**config.mk**
```make
export PLATFORM = sky130hd
export DESIGN_NAME = slm_top
export DESIGN_NICKNAME = d
export VERILOG_FILES = /design/src/slm_pkg.sv /design/src/slm_sync.sv /design/src/slm_hyst.sv /design/src/slm_top.sv
export SDC_FILE = /design/constraint.sdc
export NUM_CORES = 1
export LEC_CHECK = 0
export BUFFER_PORTS_ARGS = -buffer_cell sky130_fd_sc_hd__buf_2
export CORE_MARGIN = 2
export CORE_UTILIZATION = 50
export CTS_BUF_LIST = sky130_fd_sc_hd__clkbuf_16
export DETAILED_ROUTE_END_ITERATION = 6
export PLACE_DENSITY_LB_ADDON = 0.12
export SLEW_MARGIN = 20
export SYNTH_ARGS = -nofsm -noshare
export SYNTH_HDL_FRONTEND = slang
export SYNTH_SLANG_ARGS = --single-unit
```
**constraint.sdc**
```tcl
create_clock -name clk_i -period 2.09 [get_ports clk_i]
set_input_delay 0.627 -clock clk_i [delete_from_list [all_inputs] [get_ports clk_i]]
set_output_delay 0.627 -clock clk_i [all_outputs]
set_load 0.01 [all_outputs]
```
**src/slm_pkg.sv**
```systemverilog
package slm_pkg;

  // Register offsets
  localparam logic [7:0] OFS_STATUS      = 8'h06;
  localparam logic [7:0] OFS_MODE        = 8'h08;
  localparam logic [7:0] OFS_CONFIG      = 8'h09;
  localparam logic [7:0] OFS_CONTROL_C   = 8'h0a;
  localparam logic [7:0] OFS_REF_SETUP   = 8'h0f;
  localparam logic [7:0] OFS_SLICE       = 8'h15;
  localparam logic [7:0] OFS_EQ          = 8'h16;
  localparam logic [7:0] OFS_IND_DATA    = 8'h36;
  localparam logic [7:0] OFS_IND_CTRL    = 8'h74;

  // Reset values
  localparam logic [7:0] RST_MODE        = 8'h00;
  localparam logic [7:0] RST_CONFIG      = 8'h00;
  localparam logic [7:0] RST_CONTROL_C   = 8'h05;
  localparam logic [7:0] RST_REF_SETUP   = 8'h00;
  localparam logic [7:0] RST_SLICE       = 8'h00;
  localparam logic [7:0] RST_EQ          = 8'h00;
  localparam logic [7:0] RST_IND_DATA    = 8'h00;
  localparam logic [7:0] RST_IND_CTRL    = 8'h00;
  localparam logic [7:0] RST_THRESHOLD   = 8'h00;

  // Field positions
  localparam int STS_SIGNAL_LOSS_BIT     = 0;
  localparam int STS_LOCK_LOST_BIT       = 1;
  localparam int STS_STICKY_BIT          = 2;
  localparam int MODE_STICKY_CLR_BIT     = 2;
  localparam int MODE_SEL_LSB            = 4;
  localparam int CFG_DET_PDN_BIT         = 3;
  localparam int CFG_STICKY_OUT_BIT      = 4;
  localparam int CTC_REF_PDN_BIT         = 2;
  localparam int EQ_TERM_FLOAT_BIT       = 7;
  localparam int EQ_MANUAL_BIT           = 6;
  localparam int IND_STROBE_BIT          = 4;

  // Field values
  localparam logic [2:0] MODE_REF_ASSISTED = 3'h3;
  localparam logic [2:0] IND_SEL_THRESHOLD = 3'h1;
  localparam logic [2:0] IND_SEL_MEASURE   = 3'h7;
  localparam logic [7:0] THR_FINE_LIMIT    = 8'h40;
  localparam logic [7:0] THR_MAX_MV        = 8'h80;

  // Lock windows in ppm
  localparam int LOCK_ENTER_PPM          = 250;
  localparam int LOCK_EXIT_PPM           = 1000;

  // Serial bus slave address, upper six bits
  localparam logic [5:0] BUS_ADDR_HI     = 6'h20;

endpackage

```
**src/slm_sync.sv**
```systemverilog
module slm_sync
  import slm_pkg::*;
#(
  parameter int W = 1
) (
  // Clock and reset
  input  wire logic         clk_i,
  input  wire logic         nrst_i,
  // Raw and filtered level
  input  wire logic [W-1:0] d_i,
  output logic      [W-1:0] q_o
);

  logic [W-1:0] s1_q;
  logic [W-1:0] s2_q;
  logic [W-1:0] s3_q;

  always_ff @(posedge clk_i or negedge nrst_i) begin
    if (!nrst_i) begin
      s1_q <= '0;
      s2_q <= '0;
      s3_q <= '0;
    end else begin
      s1_q <= d_i;
      s2_q <= s1_q;
      s3_q <= s2_q;
    end
  end

  // A bit changes only once the last two stages agree
  genvar g;
  generate
    for (g = 0; g < W; g++) begin : g_bit
      always_ff @(posedge clk_i or negedge nrst_i) begin
        if (!nrst_i) begin
          q_o[g] <= 1'b0;
        end else if (s2_q[g] == s3_q[g]) begin
          q_o[g] <= s3_q[g];
        end
      end
    end
  endgenerate

endmodule

```
**src/slm_hyst.sv**
```systemverilog
module slm_hyst
  import slm_pkg::*;
(
  // Clock and reset
  input  wire logic       clk_i,
  input  wire logic       nrst_i,
  // Amplitude and threshold
  input  wire logic [7:0] amp_mv_i,
  input  wire logic [7:0] thr_mv_i,
  input  wire logic       pdn_i,
  // Detector result
  output logic            signal_loss_o
);

  logic [8:0] clear_level;

  assign clear_level = {thr_mv_i, 1'b0};

  always_ff @(posedge clk_i or negedge nrst_i) begin
    if (!nrst_i) begin
      signal_loss_o <= 1'b0;
    end else if (pdn_i) begin
      // Powered-down detector reports no loss
      signal_loss_o <= 1'b0;
    end else if (!signal_loss_o && (amp_mv_i < thr_mv_i)) begin
      signal_loss_o <= 1'b1;
    end else if (signal_loss_o && ({1'b0, amp_mv_i} >= clear_level)) begin
      signal_loss_o <= 1'b0;
    end
  end

endmodule

```
**src/slm_top.sv**
```systemverilog
// What this block does
// - Signal loss sets below threshold, clears only at twice threshold.
// - Loss detector uses absolute amplitude, unaffected by slice offset.
// - Detector active after reset; config bit D3 powers it down.
// - Threshold 0..128 mV loaded from data register on strobe with select 1.
// - Threshold 1 mV steps to 63; above, bit 0 forced zero.
// - Host writes 0x7, 0x17, 0x7; strobe fall loads measured amplitude.
// - Data register takes amplitude only on strobe pulse with select 7.
// - Equalizer adaptive by default, manual setting when software selects.
// - Equalizer bit D7 floats terminations when set, ties to rail when clear.
// - Lock detector has free-running, reference-assisted and sticky modes.
// - Free-running: lock within 250 ppm, then phase loop takes over.
// - Locked and error above 1000 ppm: reassert loss, restart acquisition.
// - Mode field value 3 selects reference-assisted acquisition.
// - Reference mode compares divided clocks with same 250/1000 ppm windows.
// - Sticky lock-loss status set on loss; cleared by writing 1 then 0.
// - Config bit D4 makes lock output mirror sticky bit, else live state.
module slm_top
  import slm_pkg::*;
#(
  parameter int PPM_W = 16
) (
  // Clock and reset
  input  wire logic             clk_i,
  input  wire logic             nrst_i,
  // Serial register bus
  input  wire logic             scl_i,
  input  wire logic             sda_i,
  output logic                  sda_o,
  output logic                  sda_oe_o,
  input  wire logic             bus_addr_lsb_i,
  // Front-end measurement
  input  wire logic [7:0]       amp_mv_i,
  input  wire logic [PPM_W-1:0] data_err_ppm_i,
  input  wire logic [PPM_W-1:0] ref_err_ppm_i,
  // Status pins
  output logic                  signal_loss_o,
  output logic                  lock_lost_o,
  // Loop control
  output logic                  phase_loop_en_o,
  output logic                  freq_acq_restart_o,
  output logic                  reference_assisted_o,
  output logic [1:0]            reference_frequency_range_o,
  output logic [3:0]            data_reference_divide_o,
  output logic                  reference_buffer_powerdown_o,
  output logic [7:0]            control_c_o,
  // Front-end control
  output logic                  signal_detector_powerdown_o,
  output logic [7:0]            slice_o,
  output logic                  eq_manual_o,
  output logic [5:0]            eq_setting_o,
  output logic                  term_float_o
);

  typedef enum logic [3:0] {
    SLM_IDLE, SLM_ADDR, SLM_SUB, SLM_WR, SLM_ACK, SLM_RD, SLM_RACK
  } slm_bus_e;

  typedef enum logic {SLM_ACQUIRE, SLM_LOCKED} slm_lock_e;

  // Register storage
  logic [7:0]       mode_q;
  logic [7:0]       config_q;
  logic [7:0]       control_c_q;
  logic [7:0]       ref_setup_q;
  logic [7:0]       slice_q;
  logic [7:0]       eq_q;
  logic [7:0]       ind_data_q;
  logic [7:0]       ind_ctrl_q;
  logic [7:0]       threshold_q;
  logic             sticky_q;
  // Bus engine
  slm_bus_e         bus_state_q;
  slm_bus_e         ack_next_q;
  logic [7:0]       shift_q;
  logic [3:0]       bit_cnt_q;
  logic [7:0]       sub_q;
  logic             scl_prev_q;
  logic             sda_prev_q;
  logic             wr_en_q;
  logic [7:0]       wr_addr_q;
  logic [7:0]       wr_data_q;
  logic [1:0]       pin_sync;
  logic             scl_s;
  logic             sda_s;
  logic             bus_start;
  logic             bus_stop;
  logic             scl_rise;
  logic             scl_fall;
  logic [7:0]       rd_byte;
  // Lock detector
  slm_lock_e        lock_state_q;
  logic [PPM_W-1:0] freq_err;
  logic             live_loss;
  logic [1:0]       status_sync;
  logic             strobe_fall;

  // Returns whether an offset names a register
  function automatic logic is_mapped(input logic [7:0] a);
    is_mapped = (a == OFS_STATUS) || (a == OFS_MODE) || (a == OFS_CONFIG) ||
                (a == OFS_CONTROL_C) || (a == OFS_REF_SETUP) || (a == OFS_SLICE) ||
                (a == OFS_EQ) || (a == OFS_IND_DATA) || (a == OFS_IND_CTRL);
  endfunction

  function automatic logic [7:0] read_reg(input logic [7:0] a);
    case (a)
      OFS_STATUS:    read_reg = {5'h00, sticky_q, status_sync[1], status_sync[0]};
      OFS_MODE:      read_reg = mode_q;
      OFS_CONFIG:    read_reg = config_q;
      OFS_CONTROL_C: read_reg = control_c_q;
      OFS_REF_SETUP: read_reg = ref_setup_q;
      OFS_SLICE:     read_reg = slice_q;
      OFS_EQ:        read_reg = eq_q;
      OFS_IND_DATA:  read_reg = ind_data_q;
      OFS_IND_CTRL:  read_reg = ind_ctrl_q;
      default:       read_reg = 8'h00;
    endcase
  endfunction

  // Upper range drops the 1 mV bit; values above full scale saturate
  function automatic logic [7:0] encode_thr(input logic [7:0] mv);
    if (mv > THR_MAX_MV) begin
      encode_thr = THR_MAX_MV;
    end else if (mv >= THR_FINE_LIMIT) begin
      encode_thr = {mv[7:1], 1'b0};
    end else begin
      encode_thr = mv;
    end
  endfunction

  slm_sync #(
    .W (2)
  ) u_pin_sync (
    .clk_i  (clk_i),
    .nrst_i (nrst_i),
    .d_i    ({scl_i, sda_i}),
    .q_o    (pin_sync)
  );

  assign scl_s     = pin_sync[1];
  assign sda_s     = pin_sync[0];
  assign bus_start = scl_s && scl_prev_q && sda_prev_q && !sda_s;
  assign bus_stop  = scl_s && scl_prev_q && !sda_prev_q && sda_s;
  assign scl_rise  = scl_s && !scl_prev_q;
  assign scl_fall  = !scl_s && scl_prev_q;

  always_ff @(posedge clk_i or negedge nrst_i) begin
    if (!nrst_i) begin
      scl_prev_q <= 1'b1;
      sda_prev_q <= 1'b1;
    end else begin
      scl_prev_q <= scl_s;
      sda_prev_q <= sda_s;
    end
  end

  // Read byte for the current offset, seen by the read path
  always_comb begin
    rd_byte = read_reg(sub_q);
  end

  // Byte-level bus engine; data pin only ever pulls low
  always_ff @(posedge clk_i or negedge nrst_i) begin
    if (!nrst_i) begin
      sda_o       <= 1'b0;
      bus_state_q <= SLM_IDLE;
      ack_next_q  <= SLM_IDLE;
      shift_q     <= 8'h00;
      bit_cnt_q   <= 4'h0;
      sub_q       <= 8'h00;
      sda_oe_o    <= 1'b0;
      wr_en_q     <= 1'b0;
      wr_addr_q   <= 8'h00;
      wr_data_q   <= 8'h00;
    end else begin
      sda_o   <= 1'b0;
      wr_en_q <= 1'b0;
      if (bus_stop) begin
        bus_state_q <= SLM_IDLE;
        sda_oe_o    <= 1'b0;
      end else if (bus_start) begin
        bus_state_q <= SLM_ADDR;
        bit_cnt_q   <= 4'h0;
        sda_oe_o    <= 1'b0;
      end else begin
        case (bus_state_q)
          SLM_ADDR, SLM_SUB, SLM_WR: begin
            if (scl_rise && bit_cnt_q != 4'h8) begin
              shift_q   <= {shift_q[6:0], sda_s};
              bit_cnt_q <= bit_cnt_q + 4'h1;
            end else if (scl_fall && bit_cnt_q == 4'h8) begin
              bit_cnt_q <= 4'h0;
              if (bus_state_q == SLM_ADDR) begin
                if (shift_q[7:1] == {BUS_ADDR_HI, bus_addr_lsb_i}) begin
                  sda_oe_o    <= 1'b1;
                  bus_state_q <= SLM_ACK;
                  ack_next_q  <= shift_q[0] ? SLM_RD : SLM_SUB;
                end else begin
                  bus_state_q <= SLM_IDLE;
                end
              end else if (bus_state_q == SLM_SUB) begin
                // Unmapped offset: no acknowledge, back to idle
                if (is_mapped(shift_q)) begin
                  sub_q       <= shift_q;
                  sda_oe_o    <= 1'b1;
                  bus_state_q <= SLM_ACK;
                  ack_next_q  <= SLM_WR;
                end else begin
                  bus_state_q <= SLM_IDLE;
                end
              end else begin
                wr_en_q     <= 1'b1;
                wr_addr_q   <= sub_q;
                wr_data_q   <= shift_q;
                sub_q       <= (sub_q == OFS_IND_CTRL) ? sub_q : sub_q + 8'h01;
                sda_oe_o    <= 1'b1;
                bus_state_q <= SLM_ACK;
                ack_next_q  <= SLM_WR;
              end
            end
          end
          SLM_ACK: begin
            if (scl_fall) begin
              bus_state_q <= ack_next_q;
              if (ack_next_q == SLM_RD) begin
                shift_q   <= rd_byte;
                sda_oe_o  <= !rd_byte[7];
                bit_cnt_q <= 4'h1;
              end else begin
                sda_oe_o  <= 1'b0;
                bit_cnt_q <= 4'h0;
              end
            end
          end
          SLM_RD: begin
            if (scl_fall) begin
              if (bit_cnt_q == 4'h8) begin
                sda_oe_o    <= 1'b0;
                bus_state_q <= SLM_RACK;
              end else begin
                shift_q   <= {shift_q[6:0], 1'b0};
                sda_oe_o  <= !shift_q[6];
                bit_cnt_q <= bit_cnt_q + 4'h1;
              end
            end
          end
          SLM_RACK: begin
            // Past the top offset the last register repeats
            if (scl_rise) begin
              if (sda_s) begin
                bus_state_q <= SLM_IDLE;
              end else begin
                sub_q       <= (sub_q == OFS_IND_CTRL) ? sub_q : sub_q + 8'h01;
                bus_state_q <= SLM_ACK;
                ack_next_q  <= SLM_RD;
              end
            end
          end
          default: begin
            bus_state_q <= SLM_IDLE;
            sda_oe_o    <= 1'b0;
          end
        endcase
      end
    end
  end

  // Plain configuration registers
  always_ff @(posedge clk_i or negedge nrst_i) begin
    if (!nrst_i) begin
      mode_q      <= RST_MODE;
      config_q    <= RST_CONFIG;
      control_c_q <= RST_CONTROL_C;
      ref_setup_q <= RST_REF_SETUP;
      slice_q     <= RST_SLICE;
      eq_q        <= RST_EQ;
      ind_ctrl_q  <= RST_IND_CTRL;
    end else if (wr_en_q) begin
      case (wr_addr_q)
        OFS_MODE:      mode_q      <= wr_data_q;
        OFS_CONFIG:    config_q    <= wr_data_q;
        OFS_CONTROL_C: control_c_q <= wr_data_q;
        OFS_REF_SETUP: ref_setup_q <= wr_data_q;
        OFS_SLICE:     slice_q     <= wr_data_q;
        OFS_EQ:        eq_q        <= wr_data_q;
        OFS_IND_CTRL:  ind_ctrl_q  <= wr_data_q;
        default:       ;
      endcase
    end
  end

  // Strobe high to low, seen as a control write that drops bit 4
  assign strobe_fall = wr_en_q && (wr_addr_q == OFS_IND_CTRL) &&
                       ind_ctrl_q[IND_STROBE_BIT] && !wr_data_q[IND_STROBE_BIT];

  always_ff @(posedge clk_i or negedge nrst_i) begin
    if (!nrst_i) begin
      ind_data_q  <= RST_IND_DATA;
      threshold_q <= RST_THRESHOLD;
    end else begin
      if (wr_en_q && wr_addr_q == OFS_IND_DATA) begin
        ind_data_q <= wr_data_q;
      end else if (strobe_fall && wr_data_q[2:0] == IND_SEL_MEASURE) begin
        ind_data_q <= amp_mv_i;
      end
      if (strobe_fall && wr_data_q[2:0] == IND_SEL_THRESHOLD) begin
        threshold_q <= encode_thr(ind_data_q);
      end
    end
  end

  // Amplitude input is taken before any slice offset is applied
  slm_hyst u_hyst (
    .clk_i         (clk_i),
    .nrst_i        (nrst_i),
    .amp_mv_i      (amp_mv_i),
    .thr_mv_i      (threshold_q),
    .pdn_i         (config_q[CFG_DET_PDN_BIT]),
    .signal_loss_o (signal_loss_o)
  );

  // Lock detector: error source follows the mode field
  assign freq_err = (mode_q[MODE_SEL_LSB +: 3] == MODE_REF_ASSISTED) ? ref_err_ppm_i : data_err_ppm_i;
  assign live_loss = (lock_state_q == SLM_ACQUIRE);

  always_ff @(posedge clk_i or negedge nrst_i) begin
    if (!nrst_i) begin
      lock_state_q       <= SLM_ACQUIRE;
      freq_acq_restart_o <= 1'b0;
    end else begin
      freq_acq_restart_o <= 1'b0;
      case (lock_state_q)
        SLM_ACQUIRE: begin
          if (freq_err <= PPM_W'(LOCK_ENTER_PPM)) begin
            lock_state_q <= SLM_LOCKED;
          end
        end
        SLM_LOCKED: begin
          if (freq_err > PPM_W'(LOCK_EXIT_PPM)) begin
            lock_state_q       <= SLM_ACQUIRE;
            freq_acq_restart_o <= 1'b1;
          end
        end
        default: lock_state_q <= SLM_ACQUIRE;
      endcase
    end
  end

  // Sticky flag: clear on 1-to-0 of mode bit 2, a fresh loss wins
  always_ff @(posedge clk_i or negedge nrst_i) begin
    if (!nrst_i) begin
      sticky_q <= 1'b0;
    end else if (lock_state_q == SLM_LOCKED && freq_err > PPM_W'(LOCK_EXIT_PPM)) begin
      sticky_q <= 1'b1;
    end else if (wr_en_q && wr_addr_q == OFS_MODE && mode_q[MODE_STICKY_CLR_BIT] &&
                 !wr_data_q[MODE_STICKY_CLR_BIT]) begin
      sticky_q <= 1'b0;
    end
  end

  always_ff @(posedge clk_i or negedge nrst_i) begin
    if (!nrst_i) begin
      lock_lost_o     <= 1'b1;
      phase_loop_en_o <= 1'b0;
    end else begin
      lock_lost_o     <= config_q[CFG_STICKY_OUT_BIT] ? sticky_q : live_loss;
      phase_loop_en_o <= !live_loss;
    end
  end

  slm_sync #(
    .W (2)
  ) u_status_sync (
    .clk_i  (clk_i),
    .nrst_i (nrst_i),
    .d_i    ({live_loss, signal_loss_o}),
    .q_o    (status_sync)
  );

  // Registered copies of control fields for the analog side
  always_ff @(posedge clk_i or negedge nrst_i) begin
    if (!nrst_i) begin
      reference_assisted_o         <= 1'b0;
      reference_frequency_range_o  <= 2'h0;
      data_reference_divide_o      <= 4'h0;
      reference_buffer_powerdown_o <= 1'b0;
      control_c_o                  <= RST_CONTROL_C;
      signal_detector_powerdown_o  <= 1'b0;
      slice_o                      <= RST_SLICE;
      eq_manual_o                  <= 1'b0;
      eq_setting_o                 <= 6'h00;
      term_float_o                 <= 1'b0;
    end else begin
      reference_assisted_o         <= (mode_q[MODE_SEL_LSB +: 3] == MODE_REF_ASSISTED);
      reference_frequency_range_o  <= ref_setup_q[5:4];
      data_reference_divide_o      <= ref_setup_q[3:0];
      reference_buffer_powerdown_o <= control_c_q[CTC_REF_PDN_BIT];
      control_c_o                  <= control_c_q;
      signal_detector_powerdown_o  <= config_q[CFG_DET_PDN_BIT];
      slice_o                      <= slice_q;
      eq_manual_o                  <= eq_q[EQ_MANUAL_BIT];
      eq_setting_o                 <= eq_q[5:0];
      term_float_o                 <= eq_q[EQ_TERM_FLOAT_BIT];
    end
  end

endmodule

```
**After elaboration in Yosys (flattened, before gate mapping)**

Index checks and enable logic that the tools add are counted.

- Add/sub/neg operators: 2
- Multipliers: 0
- Div/mod/pow operators: 0
- Magnitude comparators: 6
- Eq/ne operators: 69
- Shifts and indexed selects: 0
- Muxes and demuxes: 84
- Bitwise operators: 6
- Reductions and logical operators: 59

Operators by type and width:

| operator | number |
|---|---|
| $mux 8 | 16 |
| $eq 8x4->1 const B | 12 |
| $mux 4 | 24 |
| $pmux 8 s9 | 1 |
| $eq 8x5->1 const B | 6 |
| $ne 4x4->1 const B | 9 |
| $mux 1 | 31 |
| $eq 8x6->1 const B | 3 |
| $eq 8x7->1 const B | 3 |
| $pmux 8 s3 | 1 |
| $logic_and 1x1->1 | 21 |
| $ne 2x2->1 const B | 10 |
| $ne 3x3->1 const B | 6 |
| $reduce_and 9->1 | 2 |
| $eq 4x3->1 const B | 4 |
| $eq 8x3->1 const B | 2 |
| $gt 16x10->1 const B | 1 |
| $le 16x8->1 const B | 1 |
| $mux 16 | 1 |
| $pmux 4 s4 | 1 |
| $pmux 8 s2 | 1 |
| $reduce_and 2->1 | 7 |
| $reduce_and 7->1 | 2 |
| $mux 3 | 4 |
| other kinds (29) | 57 |

- Flip-flop bits (word level): 175
- Bits in latches: 0
- Bits in writable memories: 0
- Memory bits (read-only): 0
- Input port bits: 45
- Output and inout port bits: 39
- Word-level logic and storage cells: 272
- Memories kept: 0

**Longest topological paths before layout**

- Depth in word-level cells: 17
- Gate-level depth with buffers: 10
- Depth with buffers taken out: 8

**Hierarchy**

A second synthesis with hierarchy kept.

- Cell total of the unflattened synthesis: 690
- Area total of the unflattened synthesis: 8067.7 µm²

By module, submodules not included:

| module | instances | cells an instance | area each (µm²) |
|---|---|---|---|
| slm_top | 1 | 624 | 7240.7 |
| slm_sync | 2 | 10 | 222.7 |
| slm_hyst | 1 | 46 | 381.6 |

**Worst setup path after synthesis**

No wires, ideal clock.

- Path kind: register to register
- From: register bit_cnt_q[0]
- To: register wr_addr_q[0]
- Library setup time: 0.125 ns
- Arrival time: 1.919 ns
- Data required time: 1.965 ns
- Path slack: 0.046 ns
- Cell stages (with the launch flop): 8
- Period minus slack after synthesis: 2.044 ns
- Cells stage by stage: dfrtp_1 -> inv_1 -> ha_1 -> and3b_1 -> nand2_1 -> nor2_1 -> buf_2 -> mux2_2

- Longest elaborated chain between the ends: 4
- Elaborated cells on any way between the ends: 6
- Those cells by class: eq/ne (2); bitwise (1); reduce/logical (3)

RTL lines:

| element | line | text |
|---|---|---|
| start: declaration | slm_top.sv:76 | `logic [3:0] bit_cnt_q;` |
| start signal: assignment | slm_top.sv:190 | `bit_cnt_q <= bit_cnt_q + 4'h1;` |
| start signal: assignment | slm_top.sv:243 | `bit_cnt_q <= bit_cnt_q + 4'h1;` |
| $ne 4x4->1 | slm_top.sv:188 | `if (scl_rise && bit_cnt_q != 4'h8) begin` |
| $logic_and 1x1->1 | slm_top.sv:188 |  |
| $not 1->1 (no line) | -- |  |
| $reduce_and 7->1 (no line) * | -- |  |
| end signal: assignment | slm_top.sv:213 | `wr_addr_q <= sub_q;` |
| end: declaration | slm_top.sv:81 | `logic [7:0] wr_addr_q;` |

Every way passes the cells marked *; elsewhere a longest branch is shown, timed or not.
A chain may end at the register's enable or synchronous reset.

**Final worst setup path**

- From: register sub_q[7]
- To: register shift_q[6]

- Longest elaborated chain between the ends: 5
- Elaborated cells on any way between the ends: 13
- Those cells by class: eq/ne (9); mux (4)

RTL lines:

| element | line | text |
|---|---|---|
| start: declaration | slm_top.sv:77 | `logic [7:0] sub_q;` |
| start signal: assignment | slm_top.sv:204 | `sub_q <= shift_q;` |
| start signal: assignment | slm_top.sv:215 | `sub_q <= (sub_q == OFS_IND_CTRL) ? sub_q : sub_q + 8'h01;` |
| start signal: assignment | slm_top.sv:253 | `sub_q <= (sub_q == OFS_IND_CTRL) ? sub_q : sub_q + 8'h01;` |
| $eq 8x7->1 (tied with other cells) | slm_top.sv:106 | `case (a)` |
| $pmux 8 s9 * | slm_top.sv:106 |  |
| $mux 8 * | slm_top.sv:225 | `if (ack_next_q == SLM_RD) begin` |
| $mux 8 * | slm_top.sv:223 | `if (scl_fall) begin` |
| $pmux 8 s3 * | slm_top.sv:186 | `case (bus_state_q)` |
| end signal: assignment | slm_top.sv:189 | `shift_q <= {shift_q[6:0], sda_s};` |
| end signal: assignment | slm_top.sv:226 | `shift_q <= rd_byte;` |
| end signal: assignment | slm_top.sv:241 | `shift_q <= {shift_q[6:0], 1'b0};` |
| end: declaration | slm_top.sv:75 | `logic [7:0] shift_q;` |

Every way passes the cells marked *; elsewhere a longest branch is shown, timed or not. The select of a mux whose other input is x is not followed.

==> flow_summary.json <==
{
  "worst_hold_path_type": "in -> async",
  "synth-compound-area-share": 0.134,
  "placed_area_um2": 9350,
  "ff2ff_setup_slack_ps": 30,
  "fp-row-count": 46,
  "antenna_cells": 0,
  "crit_fanout": 7,
  "synthXorXnorAreaFrac": 0.00216,
  "cts_root_buf": "clkbuf_16",
  "final_core_util": 0.637,
  "antenna_found_initial": 0,
  "synth_common_cells": "166 x dfrtp_1, 76 x mux2_2, 51 x nand2_1",
  "synth_ff_type": "dfrtp_1",
  "drt_iter0_drc": 590,
  "clkSlewWorstSetupHoldPaths_ps": 60,
  "wl_um": 21500,
  "timing.rr.end": "shift_q[6]",
  "num-nets-final": 924,
  "postLayoutCellArea_um2": 10100,
  "grt_pass1_wl_um": 34100,
  "vias": 6434,
  "synth_edf_count": 0,
  "ys_ff_latch": 173,
  "h-tree-depth": 4,
  "grt_usage": 0.252,
  "yosysTopAreaCell": "dfrtp_1",
  "multi_input_area_um2": 3610,
  "cts_inserted_buffers": 17,
  "period_share": 0.987,
  "skew_ps": 8.17,
  "grt_max_degree": 60,
  "area_growth_pct": 24.9,
  "finalHoldViolations": 0,
  "drv_slew": 0,
  "required_ps": 2450,
  "synth_area_per_cell_um2": 11.5,
  "p_leak_nw": 4.62,
  "fmax_mhz": 485,
  "synth_top_area_share": 0.513,
  "die_area_um2": 17200,
  "grt_overflow_total": 0,
  "ctsHoldBuffers": 0,
  "hold_slack_ps": 38.1,
  "cts_buffer_depth": 2,
  "ir_worst_vdd_mv": 0.583,
  "synthArstFlopShare": 1.00,
  "yosysMostFrequentCell": "dfrtp_1",
  "viasPerCell": 5.91,
  "placed_cells": 1052,
  "wire_per_inst_um": 19.8,
  "drv_cap": 0,
  "status": "finished, final reports clean",
  "yosys_warnings": 0,
  "portBuffers": 82,
  "power.density_nw_per_um2": 783,
  "syn-cell-area_um2": 8100,
  "synth-simple-area-share": 0.129,
  "gp_congestion": 0.969,
  "cp-end-kind": "flip-flop",
  "start_kind": "flip-flop",
  "syn_inst": 707,
  "start_util": 0.510,
  "ant_nets": 0,
  "cp.arrival_ps": 2430,
  "clock_latency_ps": 430,
  "ys_types": 75,
  "seq_area_frac_synth": 0.535,
  "setup_violations": 0,
  "n_fill_cell": 1295,
  "die_x_um": 131,
  "synthAdderAreaFrac": 0.0358,
  "synth_top_cells_by_area": "dfrtp_1 51%, mux2_2 11%, ha_1 3.1%",
  "post-route-drc-count": 0,
  "drtPass1Iterations": 6,
  "drive_gt1_frac": 0.367,
  "critical_path_class": "reg -> reg",
  "regArea_um2": 4340,
  "r2r-start": "sub_q[7]",
  "die-height_um": 131,
  "first_global_vias": 6338,
  "period_minus_slack_ps": 2060,
  "synth_top_family_by_area": "compound AO/OA/AOI/OAI gates",
  "cts_tree": "yes",
  "rr_worst_depth": 7,
  "fin_cells": 1088,
  "syn-num-nets": 772,
  "coreArea_um2": 15900,
  "pin_count": 84,
  "cts_sinks": 173,
  "synth_mux_area_frac": 0.132,
  "hpwlAfterDp_um": 15900
}
==> stage by stage <==
stage          setup WS [ps]  setup TNS [ps]  power [mW]
3_3_place_gp           -4.30           -7.89        4.58
3_5_place_dp           -29.8            -136        4.60
4_1_cts                 10.5               0        7.94
2_1_floorplan           46.1               0        4.15
6_report                28.1               0        7.93
5_1_grt                -29.0           -81.8        8.23
==> worst max-delay path by stage <==
stage | from | endpoint | slack, ps | cells after the start
floorplan | bit_cnt_q[0] | wr_addr_q[0] | 50 | 7
global route | sub_q[7] | shift_q[6] | -30 | 7
finish | sub_q[7] | shift_q[6] | 30 | 7
CTS | sub_q[7] | shift_q[1] | 10 | 7
global placement | wr_addr_q[3] | threshold_q[2] | -4 | 7
detailed placement | wr_addr_q[3] | threshold_q[1] | -30 | 7
==> timing repair <==
| action | 4_1_cts | 5_1_grt |
|---|---|---|
| pin swaps | 0 | 11 |
| gates resized for setup | 3 | 33 |
| endpoints found under the setup margin | 11 | 50 |
| gates cloned | 0 | 1 |
| setup buffers | 0 | 3 |
==> layout make-up <==
cell class | count | area share
Clock buffer | 17 | 0.0420
Tap cell | 216 | 0.0267
Sequential cell | 173 | 0.429
Timing Repair Buffer | 173 | 0.117
Clock inverter | 15 | 0.0194
Multi-Input combinational cell | 471 | 0.357
Inverter | 23 | 0.00853
==> where the power goes <==
group	total, mW	internal (mW)	switching [mW]
clock	3.34	2.09	1.25
sequential	3.72	3.52	0.200
combinational	0.870	0.399	0.471
==> cells by family after synthesis <==
logic type               count (synthesis)
other                                    1
flip-flops                             173
multiplexers                            97
XOR/XNOR                                 2
AO/OA/AOI/OAI                          155
AND/OR/NAND/NOR                        192
buffers and inverters                   63
adder cells (fa/ha/maj)                 24
==> metal layers <==
layer	global-route usage	wire length, um	up-vias
met5	0	0	-
met1	0.341	9470	3230
met2	0.412	10300	252
met3	0.0482	1170	51
met4	0.0815	588	0
li1	-	-	2901
==> cell usage in the layout (no fill, tap or decap), types with 6 or more instances in the layout <==
| master | netlist | routed |
|---|---|---|
| buf_12 | 0 | 6 |
| dfstp_2 | 7 | 7 |
| a31oi_1 | 13 | 13 |
| clkbuf_16 | 0 | 17 |
| nor3_1 | 7 | 7 |
| nand3b_1 | 6 | 6 |
| buf_4 | 2 | 81 |
| ha_1 | 20 | 19 |
| o21ai_0 | 34 | 33 |
| nand4_1 | 7 | 7 |
| mux2_2 | 76 | 76 |
| buf_2 | 9 | 82 |
| dfrtp_1 | 166 | 161 |
| a211oi_1 | 7 | 6 |
| nand2b_1 | 14 | 13 |
| mux2i_1 | 20 | 20 |
| a21oi_1 | 20 | 18 |
| nand2_1 | 51 | 51 |
| nor2_1 | 36 | 35 |
| a222oi_1 | 9 | 9 |
| inv_1 | 22 | 27 |
| o22a_1 | 13 | 13 |
| nand3_1 | 27 | 26 |
==> worst max-delay path: stages, from the launching register on <==
cell and delay [ps]:
dfrtp_1 410, buf_4 160, or4b_4 550, nor2_4 140, a211oi_1 60, a31o_2 320
a31oi_1 190, o22a_1 170
No activity file was read; power rests on OpenSTA's default activity.
